`src/core/irqs_pkg.sv`:
```
// Purpose: shared constants and types of the interrupt and sleep controller
// Assumes: registers are 8 bits wide, program counter is 9 bits wide
// Notes: register offsets are word indices; byte address is four times the index
package irqs_pkg;
  localparam int PC_W = 9;
  localparam int STACK_DEPTH = 3;

  localparam logic [5:0] IDX_MCU_CONTROL = 6'h35;
  localparam logic [5:0] IDX_TIMER_IRQ_FLAGS = 6'h38;
  localparam logic [5:0] IDX_TIMER_IRQ_MASK = 6'h39;
  localparam logic [5:0] IDX_GENERAL_IRQ_MASK = 6'h3B;
  localparam logic [5:0] IDX_GLOBAL_ENABLE = 6'h3C;

  localparam int BIT_OVERFLOW = 1;
  localparam int BIT_SLEEP_ALLOW = 5;
  localparam int BIT_SLEEP_DEPTH = 4;
  localparam int BIT_SENSE_HI = 1;
  localparam int BIT_SENSE_LO = 0;
  localparam int BIT_EXT_MASK = 6;
  localparam int BIT_GLOBAL = 7;

  localparam logic [7:0] RST_MCU_CONTROL = 8'h00;
  localparam logic [7:0] RST_TIMER_IRQ_FLAGS = 8'h00;
  localparam logic [7:0] RST_TIMER_IRQ_MASK = 8'h00;
  localparam logic [7:0] RST_GENERAL_IRQ_MASK = 8'h00;
  localparam logic [7:0] RST_GLOBAL_ENABLE = 8'h00;

  localparam logic [PC_W-1:0] VEC_EXT = 9'h001;
  localparam logic [PC_W-1:0] VEC_OVERFLOW = 9'h002;
  localparam logic [PC_W-1:0] VEC_COMPARATOR = 9'h003;

  localparam logic [2:0] ENTRY_CYCLES = 3'h4;
  localparam logic [2:0] RETURN_CYCLES = 3'h4;

  localparam int CLOCK_KHZ = 40000;
  localparam int RESET_DELAY_TIMEOUT_US = 16000;
  localparam int RESET_DELAY_TIMEOUT_CYCLES = (RESET_DELAY_TIMEOUT_US * CLOCK_KHZ + 999) / 1000;

  typedef enum logic [1:0] {
    SENSE_LOW = 2'b00,
    SENSE_RSVD = 2'b01,
    SENSE_FALL = 2'b10,
    SENSE_RISE = 2'b11
  } irqs_sense_t;

  typedef enum logic [2:0] {
    ST_RUN = 3'b000,
    ST_ENTRY = 3'b001,
    ST_RETURN = 3'b010,
    ST_IDLE = 3'b011,
    ST_PDOWN = 3'b100
  } irqs_state_t;

  typedef enum logic [1:0] {
    SRC_EXT = 2'b00,
    SRC_OVERFLOW = 2'b01,
    SRC_COMPARATOR = 2'b10
  } irqs_src_t;
endpackage

```
`src/core/irqs_sub_if.sv`:
```
// Purpose: carrier between the controller and its pin and stack helpers
// Assumes: one clock domain
// Notes: ctl is the controller's side
`timescale 1ns/10ps
`default_nettype none
interface irqs_sub_if;
  irqs_pkg::irqs_sense_t sense;
  logic ext_ack;
  logic ext_req;
  logic ext_low;
  logic push;
  logic pop;
  logic [irqs_pkg::PC_W-1:0] push_pc;
  logic [irqs_pkg::PC_W-1:0] top_pc;
  logic [1:0] depth;
  modport ext (input sense, input ext_ack, output ext_req, output ext_low);
  modport stk (input push, input pop, input push_pc, output top_pc, output depth);
  modport ctl (output sense, output ext_ack, output push, output pop, output push_pc,
               input ext_req, input ext_low, input top_pc, input depth);
endinterface
`default_nettype wire

```
`src/core/irqs_ext_sense.sv`:
```
// Purpose: sampling and sense selection for the external interrupt pin
// Assumes: pin is synchronous to clock
// Notes: edge flag is hidden from software
`timescale 1ns/10ps
`default_nettype none
module irqs_ext_sense (
  input wire logic clock,
  input wire logic rst,
  input wire logic ext_irq_pin,
  irqs_sub_if.ext sub
);
  typedef struct packed {
    logic pin_s;
    logic pin_p;
    logic edge_flag;
  } irqs_ext_state_t;

  irqs_ext_state_t s_reg;
  irqs_ext_state_t s_next;
  logic fall;
  logic rise;
  logic edge_hit;

  always_comb
  begin
    s_next = s_reg;
    s_next.pin_s = ext_irq_pin;
    s_next.pin_p = s_reg.pin_s;
    fall = s_reg.pin_p & ~s_reg.pin_s;
    rise = ~s_reg.pin_p & s_reg.pin_s;
    edge_hit = ((sub.sense == irqs_pkg::SENSE_FALL) & fall)
             | ((sub.sense == irqs_pkg::SENSE_RISE) & rise);
    // a new edge beats the acknowledge of the previous one
    if (edge_hit)
    begin
      s_next.edge_flag = 1'b1;
    end
    else if (sub.ext_ack || !sub.sense[1])
    begin
      s_next.edge_flag = 1'b0;
    end
  end

  always_ff @(posedge clock or posedge rst)
  begin
    if (rst)
    begin
      // samples start at the idle high level so release gives no false edge or low
      s_reg <= '{pin_s: 1'b1, pin_p: 1'b1, edge_flag: 1'b0};
    end
    else
    begin
      s_reg <= s_next;
    end
  end

  // level mode has no memory: pending only while low
  assign sub.ext_req = (sub.sense == irqs_pkg::SENSE_LOW) ? ~s_reg.pin_s
                     : (sub.sense[1] & s_reg.edge_flag);
  assign sub.ext_low = ~s_reg.pin_s;
endmodule // irqs_ext_sense
`default_nettype wire

```
`src/core/irqs_ret_stack.sv`:
```
// Purpose: three-entry return-address stack
// Assumes: push and pop never in the same cycle
// Notes: overflow drops the oldest entry, underflow repeats the bottom one
`timescale 1ns/10ps
`default_nettype none
module irqs_ret_stack (
  input wire logic clock,
  input wire logic rst,
  irqs_sub_if.stk sub
);
  typedef struct packed {
    logic [irqs_pkg::STACK_DEPTH-1:0][irqs_pkg::PC_W-1:0] ent;
    logic [1:0] depth;
  } irqs_stk_state_t;

  irqs_stk_state_t s_reg;
  irqs_stk_state_t s_next;

  always_comb
  begin
    s_next = s_reg;
    if (sub.push)
    begin
      s_next.ent = {s_reg.ent[1], s_reg.ent[0], sub.push_pc};
      if (s_reg.depth != 2'(irqs_pkg::STACK_DEPTH))
      begin
        s_next.depth = s_reg.depth + 2'h1;
      end
    end
    else if (sub.pop)
    begin
      s_next.ent = {s_reg.ent[2], s_reg.ent[2], s_reg.ent[1]};
      if (s_reg.depth != 2'h0)
      begin
        s_next.depth = s_reg.depth - 2'h1;
      end
    end
  end

  always_ff @(posedge clock or posedge rst)
  begin
    if (rst)
    begin
      s_reg <= '0;
    end
    else
    begin
      s_reg <= s_next;
    end
  end

  assign sub.top_pc = s_reg.ent[0];
  assign sub.depth = s_reg.depth;
endmodule // irqs_ret_stack
`default_nettype wire

```
`src/core/irqs_ctrl.sv`:
```
// Purpose: interrupt and sleep controller with an Avalon-MM register slave
// Assumes: core pulses instr_done at each instruction boundary, with core_pc
//   holding the address of the next instruction
// Notes: every output comes from a flip-flop
`timescale 1ns/10ps
`default_nettype none
module irqs_ctrl #(
  parameter int unsigned TOUT_CYCLES = irqs_pkg::RESET_DELAY_TIMEOUT_CYCLES
) (
  input wire logic clock,
  input wire logic rst,
  input wire logic [7:0] avs_address,
  input wire logic avs_read,
  input wire logic avs_write,
  input wire logic [3:0] avs_byteenable,
  input wire logic [31:0] avs_writedata,
  output logic [31:0] avs_readdata,
  output logic avs_waitrequest,
  input wire logic ext_irq_pin,
  input wire logic overflow_event,
  input wire logic comparator_request,
  output logic comparator_ack,
  input wire logic [irqs_pkg::PC_W-1:0] core_pc,
  input wire logic instr_done,
  input wire logic halt_instr,
  input wire logic reti_instr,
  input wire logic gie_set,
  input wire logic gie_clear,
  output logic core_stall,
  output logic vector_valid,
  output logic [irqs_pkg::PC_W-1:0] vector_pc,
  output logic return_valid,
  output logic [irqs_pkg::PC_W-1:0] return_pc,
  output logic global_enable,
  output logic sleep_idle,
  output logic osc_stop
);
  localparam int TW = $clog2(TOUT_CYCLES + 1);

  typedef struct packed {
    irqs_pkg::irqs_state_t st;
    logic [2:0] cnt;
    irqs_pkg::irqs_src_t src;
    logic skip;
    logic sleep_allow;
    logic sleep_depth_select;
    irqs_pkg::irqs_sense_t sense;
    logic overflow_irq_enable;
    logic overflow_flag;
    logic ext_mask;
    logic gie;
    logic [TW-1:0] low_cnt;
    logic [irqs_pkg::PC_W-1:0] ret_hold;
    logic [7:0] rd;
    logic busy;
    logic cmp_ack;
    logic vec_valid;
    logic [irqs_pkg::PC_W-1:0] vec_pc;
    logic ret_valid;
    logic stall;
    logic idle;
    logic osc_off;
  } irqs_ctrl_state_t;

  irqs_ctrl_state_t s_reg;
  irqs_ctrl_state_t s_next;
  irqs_sub_if sub ();

  logic [5:0] idx;
  logic wr_now;
  logic [7:0] wbyte;
  logic ext_pend;
  logic ovf_pend;
  logic cmp_pend;
  logic any_pend;
  irqs_pkg::irqs_src_t pick;
  logic ack_ext;
  logic ack_ovf;
  logic ovf_w1c;
  logic long_low;

  // unused bits are never stored, so they read zero and ignore writes
  function automatic logic [7:0] reg_read(input logic [5:0] i, input irqs_ctrl_state_t r);
    logic [7:0] v;
    v = 8'h00;
    if (i == irqs_pkg::IDX_MCU_CONTROL)
    begin
      v[irqs_pkg::BIT_SLEEP_ALLOW] = r.sleep_allow;
      v[irqs_pkg::BIT_SLEEP_DEPTH] = r.sleep_depth_select;
      v[irqs_pkg::BIT_SENSE_HI] = r.sense[1];
      v[irqs_pkg::BIT_SENSE_LO] = r.sense[0];
    end
    else if (i == irqs_pkg::IDX_TIMER_IRQ_FLAGS)
    begin
      v[irqs_pkg::BIT_OVERFLOW] = r.overflow_flag;
    end
    else if (i == irqs_pkg::IDX_TIMER_IRQ_MASK)
    begin
      v[irqs_pkg::BIT_OVERFLOW] = r.overflow_irq_enable;
    end
    else if (i == irqs_pkg::IDX_GENERAL_IRQ_MASK)
    begin
      v[irqs_pkg::BIT_EXT_MASK] = r.ext_mask;
    end
    else if (i == irqs_pkg::IDX_GLOBAL_ENABLE)
    begin
      v[irqs_pkg::BIT_GLOBAL] = r.gie;
    end
    return v;
  endfunction

  irqs_ext_sense u_ext (
    .clock(clock),
    .rst(rst),
    .ext_irq_pin(ext_irq_pin),
    .sub(sub)
  );

  irqs_ret_stack u_stack (
    .clock(clock),
    .rst(rst),
    .sub(sub)
  );

  always_comb
  begin
    s_next = s_reg;
    idx = avs_address[7:2];
    wbyte = avs_writedata[7:0];
    // a write lands on the edge where waitrequest is seen low
    wr_now = avs_write & ~s_reg.busy & avs_byteenable[0];
    ext_pend = s_reg.ext_mask & sub.ext_req;
    ovf_pend = s_reg.overflow_irq_enable & s_reg.overflow_flag;
    cmp_pend = comparator_request;
    any_pend = s_reg.gie & (ext_pend | ovf_pend | cmp_pend);
    if (ext_pend)
    begin
      pick = irqs_pkg::SRC_EXT;
    end
    else if (ovf_pend)
    begin
      pick = irqs_pkg::SRC_OVERFLOW;
    end
    else
    begin
      pick = irqs_pkg::SRC_COMPARATOR;
    end
    long_low = (s_reg.low_cnt == TW'(TOUT_CYCLES));
    ack_ext = 1'b0;
    ack_ovf = 1'b0;
    sub.push = 1'b0;
    sub.pop = 1'b0;
    sub.push_pc = core_pc;
    s_next.cmp_ack = 1'b0;
    s_next.vec_valid = 1'b0;
    s_next.ret_valid = 1'b0;

    // bus slave: one wait cycle, then the answer
    if ((avs_read || avs_write) && s_reg.busy)
    begin
      s_next.busy = 1'b0;
    end
    else
    begin
      s_next.busy = 1'b1;
    end
    if (avs_read && s_reg.busy)
    begin
      s_next.rd = reg_read(idx, s_reg);
    end
    ovf_w1c = wr_now && (idx == irqs_pkg::IDX_TIMER_IRQ_FLAGS) && wbyte[irqs_pkg::BIT_OVERFLOW];
    if (wr_now)
    begin
      if (idx == irqs_pkg::IDX_MCU_CONTROL)
      begin
        s_next.sleep_allow = wbyte[irqs_pkg::BIT_SLEEP_ALLOW];
        s_next.sleep_depth_select = wbyte[irqs_pkg::BIT_SLEEP_DEPTH];
        s_next.sense = irqs_pkg::irqs_sense_t'({wbyte[irqs_pkg::BIT_SENSE_HI],
                                               wbyte[irqs_pkg::BIT_SENSE_LO]});
      end
      else if (idx == irqs_pkg::IDX_TIMER_IRQ_MASK)
      begin
        s_next.overflow_irq_enable = wbyte[irqs_pkg::BIT_OVERFLOW];
      end
      else if (idx == irqs_pkg::IDX_GENERAL_IRQ_MASK)
      begin
        s_next.ext_mask = wbyte[irqs_pkg::BIT_EXT_MASK];
      end
      else if (idx == irqs_pkg::IDX_GLOBAL_ENABLE)
      begin
        s_next.gie = wbyte[irqs_pkg::BIT_GLOBAL];
      end
    end
    if (gie_set)
    begin
      s_next.gie = 1'b1;
    end
    else if (gie_clear)
    begin
      s_next.gie = 1'b0;
    end

    // low-level duration for power-down wake; saturates at the limit
    if (!sub.ext_low)
    begin
      s_next.low_cnt = '0;
    end
    else if (!long_low)
    begin
      s_next.low_cnt = s_reg.low_cnt + TW'(1);
    end

    case (s_reg.st)
      irqs_pkg::ST_RUN:
      begin
        if (instr_done)
        begin
          s_next.skip = 1'b0;
        end
        // requests are only taken at an instruction boundary
        if (instr_done && any_pend && !s_reg.skip)
        begin
          s_next.st = irqs_pkg::ST_ENTRY;
          s_next.cnt = 3'h1;
          s_next.src = pick;
          s_next.gie = 1'b0;
          s_next.stall = 1'b1;
          sub.push = 1'b1;
        end
        else if (reti_instr)
        begin
          s_next.st = irqs_pkg::ST_RETURN;
          s_next.cnt = 3'h1;
          s_next.ret_hold = sub.top_pc;
          s_next.stall = 1'b1;
          sub.pop = 1'b1;
        end
        else if (halt_instr && s_reg.sleep_allow)
        begin
          s_next.stall = 1'b1;
          if (s_reg.sleep_depth_select)
          begin
            s_next.st = irqs_pkg::ST_PDOWN;
            s_next.osc_off = 1'b1;
          end
          else
          begin
            s_next.st = irqs_pkg::ST_IDLE;
            s_next.idle = 1'b1;
          end
        end
      end
      irqs_pkg::ST_ENTRY:
      begin
        if (s_reg.cnt == irqs_pkg::ENTRY_CYCLES)
        begin
          s_next.st = irqs_pkg::ST_RUN;
          s_next.stall = 1'b0;
          s_next.vec_valid = 1'b1;
          if (s_reg.src == irqs_pkg::SRC_EXT)
          begin
            s_next.vec_pc = irqs_pkg::VEC_EXT;
            ack_ext = 1'b1;
          end
          else if (s_reg.src == irqs_pkg::SRC_OVERFLOW)
          begin
            s_next.vec_pc = irqs_pkg::VEC_OVERFLOW;
            ack_ovf = 1'b1;
          end
          else
          begin
            s_next.vec_pc = irqs_pkg::VEC_COMPARATOR;
            s_next.cmp_ack = 1'b1;
          end
        end
        else
        begin
          s_next.cnt = s_reg.cnt + 3'h1;
        end
      end
      irqs_pkg::ST_RETURN:
      begin
        if (s_reg.cnt == irqs_pkg::RETURN_CYCLES)
        begin
          s_next.st = irqs_pkg::ST_RUN;
          s_next.stall = 1'b0;
          s_next.gie = 1'b1;
          s_next.ret_valid = 1'b1;
          s_next.skip = 1'b1;
        end
        else
        begin
          s_next.cnt = s_reg.cnt + 3'h1;
        end
      end
      irqs_pkg::ST_IDLE:
      begin
        // no boundary to wait for: the core is parked after the halt
        if (any_pend)
        begin
          s_next.st = irqs_pkg::ST_ENTRY;
          s_next.cnt = 3'h1;
          s_next.src = pick;
          s_next.gie = 1'b0;
          s_next.idle = 1'b0;
          sub.push = 1'b1;
        end
      end
      irqs_pkg::ST_PDOWN:
      begin
        // with the oscillator stopped only a long low level counts
        if (long_low && s_reg.gie && s_reg.ext_mask
            && (s_reg.sense == irqs_pkg::SENSE_LOW))
        begin
          s_next.st = irqs_pkg::ST_ENTRY;
          s_next.cnt = 3'h1;
          s_next.src = irqs_pkg::SRC_EXT;
          s_next.gie = 1'b0;
          s_next.osc_off = 1'b0;
          sub.push = 1'b1;
        end
      end
      default:
      begin
        s_next.st = irqs_pkg::ST_RUN;
        s_next.stall = 1'b0;
      end
    endcase

    // a fresh overflow outlives any clear in the same cycle
    s_next.overflow_flag = (s_reg.overflow_flag & ~(ack_ovf | ovf_w1c)) | overflow_event;
    sub.ext_ack = ack_ext;
    sub.sense = s_reg.sense;
  end

  always_ff @(posedge clock or posedge rst)
  begin
    if (rst)
    begin
      s_reg <= '0;
      s_reg.st <= irqs_pkg::ST_RUN;
      s_reg.busy <= 1'b1;
      s_reg.sense <= irqs_pkg::SENSE_LOW;
    end
    else
    begin
      s_reg <= s_next;
    end
  end

  assign avs_readdata = {24'h000000, s_reg.rd};
  assign avs_waitrequest = s_reg.busy;
  assign comparator_ack = s_reg.cmp_ack;
  assign core_stall = s_reg.stall;
  assign vector_valid = s_reg.vec_valid;
  assign vector_pc = s_reg.vec_pc;
  assign return_valid = s_reg.ret_valid;
  assign return_pc = s_reg.ret_hold;
  assign global_enable = s_reg.gie;
  assign sleep_idle = s_reg.idle;
  assign osc_stop = s_reg.osc_off;
endmodule // irqs_ctrl
`default_nettype wire

```
`config.mk`:
```
export PLATFORM = sky130hd
export DESIGN_NAME = irqs_ctrl
export DESIGN_NICKNAME = d
export VERILOG_FILES = /design/src/core/irqs_pkg.sv /design/src/core/irqs_sub_if.sv /design/src/core/irqs_ext_sense.sv /design/src/core/irqs_ret_stack.sv /design/src/core/irqs_ctrl.sv
export SDC_FILE = /design/constraint.sdc
export NUM_CORES = 1
export LEC_CHECK = 0
export ABC_AREA = 0
export BUFFER_PORTS_ARGS = -buffer_cell sky130_fd_sc_hd__buf_2
export CAP_MARGIN = 20
export CELL_PAD_IN_SITES_DETAIL_PLACEMENT = 0
export CELL_PAD_IN_SITES_GLOBAL_PLACEMENT = 1
export CORE_UTILIZATION = 41
export CTS_CLUSTER_DIAMETER = 30
export CTS_CLUSTER_SIZE = 12
export DETAILED_ROUTE_END_ITERATION = 8
export GPL_ROUTABILITY_DRIVEN = 0
export GPL_TIMING_DRIVEN = 1
export PLACE_DENSITY = 0.85
export SLEW_MARGIN = 30
export SYNTH_ARGS = -nofsm -noshare
export SYNTH_HDL_FRONTEND = slang
export SYNTH_SLANG_ARGS = --single-unit
```
`constraint.sdc`:
```
create_clock -name clock -period 2.8 [get_ports clock]
set_input_delay 0.28 -clock clock [delete_from_list [all_inputs] [get_ports clock]]
set_output_delay 0.28 -clock clock [all_outputs]
set_load 0.005 [all_outputs]
```
; ---- Word level (Yosys, flattened, before mapping)
; Index checks and enable logic that the tools add are counted.
[word_totals]
inputBits = 65
out_inout_bits = 58
wordCells = 216
register_bits = 100
[op_classes]
n_addsub = 4
reduce_logical = 41
bitwise = 24
muxes = 86
eq_ne = 32
[op_table]
columns = op, count
row1 = $mux 20, 3
row2 = $mux 1, 48
row3 = $eq 6x6->1 const B, 5
row4 = $mux 29, 1
row5 = $ne 2x2->1 const B, 13
row6 = $mux 2, 12
row7 = $pmux 3 s4, 2
row8 = $mux 11, 2
row9 = $mux 3, 7
row10 = $add 20x1->20 const B, 1
row11 = $eq 20x20->1 const B, 1
row12 = $mux 8, 2
row13 = $reduce_and 4->1, 4
row14 = $reduce_bool 2->1, 7
row15 = $reduce_and 3->1, 4
row16 = $reduce_and 6->1, 2
row17 = $and 1x1->1, 11
row18 = $logic_and 1x1->1, 10
row19 = $mux 9, 1
row20 = $not 1->1, 8
row21 = $pmux 1 s4, 2
row22 = $eq 3x2->1 const B, 2
row23 = $eq 3x3->1 const B, 2
row24 = $mux 6, 1
row25 = other kinds (22), 36

; ---- Depth between registers and ports, before layout
; Gate-level depths: netlist of run 1.
[depth]
depth_word = 12
mapped_depth = 8
ltp_nobuf = 7

; ---- Cells and area by module
; Synthesis of run 1 repeated with hierarchy kept, for this count alone.
[unflattened]
hier_cells = 461
area_unflattened_um2 = 4923.5
[modules_own_cells]
columns = module, n_inst, cells_per_inst, seq_area_each_um2, area_each_um2
row1 = irqs_ctrl, 1, 332, 1527.7, 3445.8
row2 = irqs_ret_stack, 1, 119, 725.7, 1348.8
row3 = irqs_ext_sense, 1, 10, 77.6, 128.9

; ---- Worst setup path before layout of run 1
; OpenSTA, ideal clock, no wires.
[synth_path]
path_kind = reg-to-reg
startpoint = reg, netlist name sub.sense[1]
endpoint = reg s_reg[62] (netlist name)
synth_period_minus_slack_ns = 2.218
n_path_buf = 1
setup_ns = 0.125
slack_ns = 0.582
t_required_ns = 2.675
arrival_time_ns = 2.093
path_stages_with_launch = 7
path_cell_list = dfrtp_1 > or4b_4 > a31oi_1 > a21boi_4 > or2_4 > buf_12 > mux2_4
[synth_between]
elab_chain_len = 10
[synth_lines]
columns = element, line_no
row1 = $and 1x1->1 / $logic_not 2->1 (equally long branches), "irqs_ext_sense.sv:59, irqs_ext_sense.sv:58, irqs_ctrl.sv:313"
row2 = $mux 1, irqs_ext_sense.sv:58  ; assign sub.ext_req = (sub.sense == irqs_pkg::SENSE_LOW) ? ~s_reg.pin_s
row3 = $and 1x1->1, irqs_ctrl.sv:132  ; ext_pend = s_reg.ext_mask & sub.ext_req;
row4 = $or 1x1->1 (2 in a row), irqs_ctrl.sv:135  ; any_pend = s_reg.gie & (ext_pend | ovf_pend | cmp_pend);
row5 = $and 1x1->1, irqs_ctrl.sv:135
row6 = $logic_and 1x1->1 (2 in a row), irqs_ctrl.sv:221  ; if (instr_done && any_pend && !s_reg.skip)
row7 = $ne 2x2->1 (no line), --
row8 = $reduce_and 4->1 (no line), --
row9 = to (signal assigned), irqs_ctrl.sv:347  ; s_reg <= s_next;
row10 = to (decl), irqs_ctrl.sv:65  ; irqs_ctrl_state_t s_reg;
; Several ways; a longest one is shown, not always the timed one. The select of a mux whose other input is x is not followed.
; A chain may end at the register's enable or synchronous reset.

; ---- Worst setup path in the final report of run 1
[layout_path]
startpoint = reg, netlist name sub.sense[1]
endpoint = reg u_stack.s_reg (netlist bit u_stack.sub.top_pc[2])
[layout_between]
elab_chain_len = 11
[layout_lines]
columns = element, line_no
row1 = $and 1x1->1 / $logic_not 2->1 (equally long branches), "irqs_ext_sense.sv:59, irqs_ext_sense.sv:58, irqs_ctrl.sv:313"
row2 = $mux 1, irqs_ext_sense.sv:58
row3 = $and 1x1->1, irqs_ctrl.sv:132
row4 = $or 1x1->1 (2 in a row), irqs_ctrl.sv:135
row5 = $and 1x1->1, irqs_ctrl.sv:135
row6 = $logic_and 1x1->1 (2 in a row), irqs_ctrl.sv:221
row7 = $mux 1, irqs_ctrl.sv:221
row8 = $pmux 1 s3 / $mux 1 (equally long branches), irqs_ctrl.sv:213  ; case (s_reg.st)
row9 = $mux 29 / $reduce_bool 2->1 (equally long branches), --
row10 = to (signal assigned), irqs_ret_stack.sv:48  ; s_reg <= s_next;
row11 = to (decl), irqs_ret_stack.sv:16  ; irqs_stk_state_t s_reg;
; Several ways; a longest one is shown, not always the timed one. The select of a mux whose other input is x is not followed.

==> results of run 1 <==
[critical path: stages (launching register included)]
cell,delay (ns)
dfrtp_1,0.44
or4b_4,0.58
a31o_1,0.24
and3_1,0.44
buf_4,0.30
and2_0,0.15
a221o_1,0.27
[synthesized netlist by cell type, drive strengths merged (3+ instances only)]
cell and count:
dfrtp 88, buf 55, mux2 35, nor2 31
nand2 22, o21ai 22, and2 13, inv 13
nand3 12, a21oi 11, a221o 9, mux2i 9
nand4 9, xnor2 9, clkbuf 7, nand3b 7
nor3 7, xor2 7, nor4 5, or3 5
and3 4, ha 4, nor3b 4, nor4b 4
a31oi 3, dfstp 3, nand2b 3
[per-layer routing]
| layer | vias up | wire, um | track usage (%) |
|---|---|---|---|
| li1 | 1515 | - | - |
| met1 | 1555 | 4120 | 20.6 |
| met2 | 55 | 4300 | 26.3 |
| met3 | 8 | 377 | 4.54 |
| met4 | 0 | 129 | 6.47 |
| met5 | - | 0 | 0 |
[per-stage QoR]
stage	hold slack (ns)	cells	area, sq um	util, %	total power, uW
finish	0.0342	621	5200	47.3	4150
global route	0.0367	621	5200	47.3	4400
CTS	0.0426	621	5200	47.3	4200
detailed placement	0.408	605	4890	44.5	2940
global placement	0.404	605	4890	44.5	2880
floorplan	0.284	459	4800	-	2740
[how the worst max path moves through the flow]
stage          slack [ns]    startpoint  depth (start not counted)                    end
2_1_floorplan        0.16           rst                          1        avs_readdata[0]
3_3_place_gp         0.29  sub.sense[1]                          6  u_stack.sub.top_pc[3]
3_5_place_dp         0.28  sub.sense[1]                          6  u_stack.sub.top_pc[1]
4_1_cts              0.25  sub.sense[1]                          6  u_stack.sub.top_pc[2]
5_1_grt              0.13  sub.sense[1]                          6  u_stack.sub.top_pc[2]
6_report             0.25  sub.sense[1]                          6  u_stack.sub.top_pc[2]
[logic make-up after synthesis]
family	synth area share, %
AO/OA/AOI/OAI	9.07
XOR/XNOR	3.00
adder cells (fa/ha/maj)	1.07
buffers and inverters	10.9
flip-flops	48.8
multiplexers	11.2
other	0.0802
AND/OR/NAND/NOR	16.0
[power breakdown]
part	leakage, uW	switching (uW)	internal [uW]
Clock	0.000146	495	743
Combinational	0.00108	518	591
Sequential	0.00120	203	1600
Total	0.00243	1220	2940
[area by class of cell]
class / instances / area [sq um]
fillers: 1009 / 5790
inverters: 13 / 50.0
clock inverters: 3 / 46.3
clock buffers: 13 / 260
well taps: 140 / 175
flip-flops and latches: 91 / 2280
repair buffers: 68 / 378
multi-input cells: 293 / 2010
==> metrics.txt, run 1 <==
core box area=0.0110 sq mm; I/O pins=123; Synth Area per Inst=11.0 sq um; Max Buffers Root-to-Sink=2; WL final=8930 um; worst slew pin tran=0.780 ns; flop-to-flop setup slack=0.25 ns; Reg clk slew, reported paths=0.06 ns; ANT nets after route=0; DRT Pass-1 Iters=4; clock skew=0.00794 ns; Yosys top cell by area=dfrtp_1; r2r worst-path depth=6; gr usage total=16.3%; Setup crit start kind=flip-flop; Synth cell types=58; VDD IR-drop max=0.000350 V; max_slew headroom=48.0%; RSZ-0062 raised after global routing=false; Post-CTS Setup Bufs=0; Post-Syn Area=0.00468 sq mm; largest net degree at the start of global routing=52; global-route wire length before repair=14,600 um; async set or reset register ratio after synthesis=100%; status=completed; total CTS buffers=9; Post-synth EDFFs=0; Ant. Diodes=0; Req. time, crit path=3.02 ns; vias per cell=5.05; crit path DAT=2.76 ns; Final WS setup=0.255 ns; wire per inst=14.4 um; critical path fanouts, max=16; power per cell area=799 mW/mm^2; Detailed Place HPWL=6280 um; Die X-Extent=109 um; Port Buffers=58; Syn Inst Count=427; Syn-to-layout area delta=11.2%; post-route DRC violation count=0; cell row count=38; initial antenna violation count=0; TritonCTS Sinks=91; CP Class=flip-flop to flip-flop; RR Startpoint=sub.sense[1]; dpl ws=0.277 ns; minimum clock period=2.55 ns; post-synth top area share=47.1%; vias in the first global route=3,022; Fin. Hold Viols=0; crit share post-route=90.9%; largest cells by area after synthesis=dfrtp_1 47%, buf_4 8.3%, mux2_2 6.0%; Clock Latency Late Sink=0.34 ns; total negative slack=0 ns; post-cts gate resize count=0; FMAX=393 MHz; Leak=0.00243 uW; Ys Warns=0; CTS root buffer=clkbuf_16; Die Area=0.0118 sq mm; layout cell share with drive strength beyond 1=27.2%; H-tree depth=3; Synth Flop Type=dfrtp_1; commonest non-fill, non-tap cell in the layout=dfrtp_1; Crit. End Element=flip-flop; Seq/Total Area, Yosys=48.8%; TritonCTS clock tree=yes; die height=109 um; nets=545; hold_buf cts=0; Starting Density=42.6%; max-slew violation count=0; reported max-cap violation count=0; Reg2Reg Capture Point=u_stack.sub.top_pc[2]; drt first-iter violations=161; FF+latch count, synth=91; most frequent cells in the layout=88 x dfrtp_1, 58 x buf_2, 33 x conb_1; via count=3,133; Largest register FFs=34; remaining global-route overflow=0; Final setup viols=0; min-delay worst type=primary input to asynchronous set/reset pin
Note: power is estimated with default switching activity, not from simulation.
==> run 2: changes to the inputs <==
Settings changed: SETUP_SLACK_MARGIN from default to 0.4.
==> metrics.txt, run 2 (synthesized netlist as in run 1, its figures left out) <==
Detailed Place HPWL=6270 um; Setup crit start kind=flip-flop; crit share post-route=81.6%; Starting Density=42.6%; minimum clock period=2.29 ns; layout cell share with drive strength beyond 1=27.9%; Reg clk slew, reported paths=0.07 ns; Clock Latency Late Sink=0.34 ns; Syn-to-layout area delta=10.8%; CTS root buffer=clkbuf_16; Port Buffers=58; crit path DAT=2.51 ns; TritonCTS Sinks=91; Die X-Extent=109 um; WL final=8930 um; worst slew pin tran=0.830 ns; core box area=0.0110 sq mm; flop-to-flop setup slack=0.51 ns; critical path fanouts, max=20; commonest non-fill, non-tap cell in the layout=dfrtp_1; die height=109 um; global-route wire length before repair=14,700 um; Largest register FFs=34; power per cell area=787 mW/mm^2; VDD IR-drop max=0.000366 V; total CTS buffers=9; Die Area=0.0118 sq mm; RSZ-0062 raised after global routing=true; ANT nets after route=0; post-layout util=47.2%; hold_buf cts=0; status=completed; FMAX=438 MHz; initial antenna violation count=0; Largest stage delay, worst path=0.58 ns; Crit. End Element=flip-flop; post-route DRC violation count=0; clock skew=0.0111 ns; Max Buffers Root-to-Sink=2; TritonCTS clock tree=yes; via count=3,154; cell row count=38; H-tree depth=3; drt first-iter violations=141; Final setup viols=0; largest net degree at the start of global routing=56; most frequent cells in the layout=88 x dfrtp_1, 58 x buf_2, 33 x conb_1; gr usage total=16.0%; wire per inst=14.4 um; critical path, cell by cell=or4b_4 -> a31oi_2 -> a21boi_4 -> or2_4 -> mux2_4; Fin. Hold Viols=0; reported max-cap violation count=0; DRT Pass-1 Iters=5; Critical Path Slowest Stage Cell=or4b_4; Req. time, crit path=3.02 ns; min-delay worst type=primary input to flip-flop; Ant. Diodes=0; max-slew violation count=0; nets=544; I/O pins=123; remaining global-route overflow=0; vias in the first global route=3,035; Leak=0.00241 uW; vias per cell=5.09; max_slew headroom=44.5%; CP Class=flip-flop to flip-flop; total negative slack=0 ns
==> run 2: cell count changes in the layout (fill, tap and decap cells not counted), moves of 2 or more <==
| cell | before | now |
|---|---|---|
| inv_6 | 0 | 3 |
| clkbuf_1 | 2 | 0 |
| clkbuf_8 | 2 | 0 |
| clkinv_4 | 1 | 3 |
==> run 2: final timing paths <==
check                                      from           endpoint  cells past startpoint
worst max-delay path               sub.sense[1]  u_stack.s_reg[27]                      5
worst min-delay path                ext_irq_pin    u_ext.s_next[1]                      1
worst max register to register     sub.sense[1]  u_stack.s_reg[27]                      5
worst min register to register  avs_waitrequest    avs_waitrequest                      1
max in group asynchronous                   rst    avs_waitrequest                      3
min in group asynchronous                   rst  u_stack.s_reg[25]                      2
==> run 2: critical path, delay by kind of cell, from the launching register on <==
family	cells	cell delay, ns
AO/OA/AOI/OAI	2	0.49
flip-flops	1	0.43
multiplexers	1	0.33
AND/OR/NAND/NOR	2	0.90
==> run 2: report_power, final <==
group	leakage (uW)	internal [uW]	switching [uW]
sequential	0.00120	1600	202
clock	0.000137	616	548
combinational	0.00107	591	519
==> run 2: timing repair <==
item / CTS / global route
cloned: 0 / 0
gates resized for setup: 1 / 2
endpoints found under the setup margin: 10 / 25
buffers inserted: 0 / 0
==> run 2: routing by layer <==
| metal | track usage (%) | wire length (um) |
|---|---|---|
| met4 | 4.63 | 104 |
| met2 | 25.5 | 4350 |
| met3 | 3.41 | 300 |
| met5 | 0 | 0 |
| met1 | 22.0 | 4170 |
==> run 2: area by class of cell <==
cell class,instances,area [sq um]
tap,140,175
clock buffer,9,225
inverter,13,52.6
sequential,91,2280
multi-input combinational,293,2020
clock inverter,7,60.1
fill,1025,5800
timing repair buffer,67,370
==> run 2: metrics by stage <==
stage               area, sq um  hold WS [ns]  worst slack, ns  std cells  total power [uW]
finish                     5180        0.0515            0.514        620              4080
global route               5180        0.0366            0.391        620              4320
CTS                        5170        0.0444            0.401        620              4100
detailed placement         4890         0.403            0.337        604              2940
global placement           4890         0.403            0.366        604              2880
floorplan                  4800         0.284            0.582        459              2740
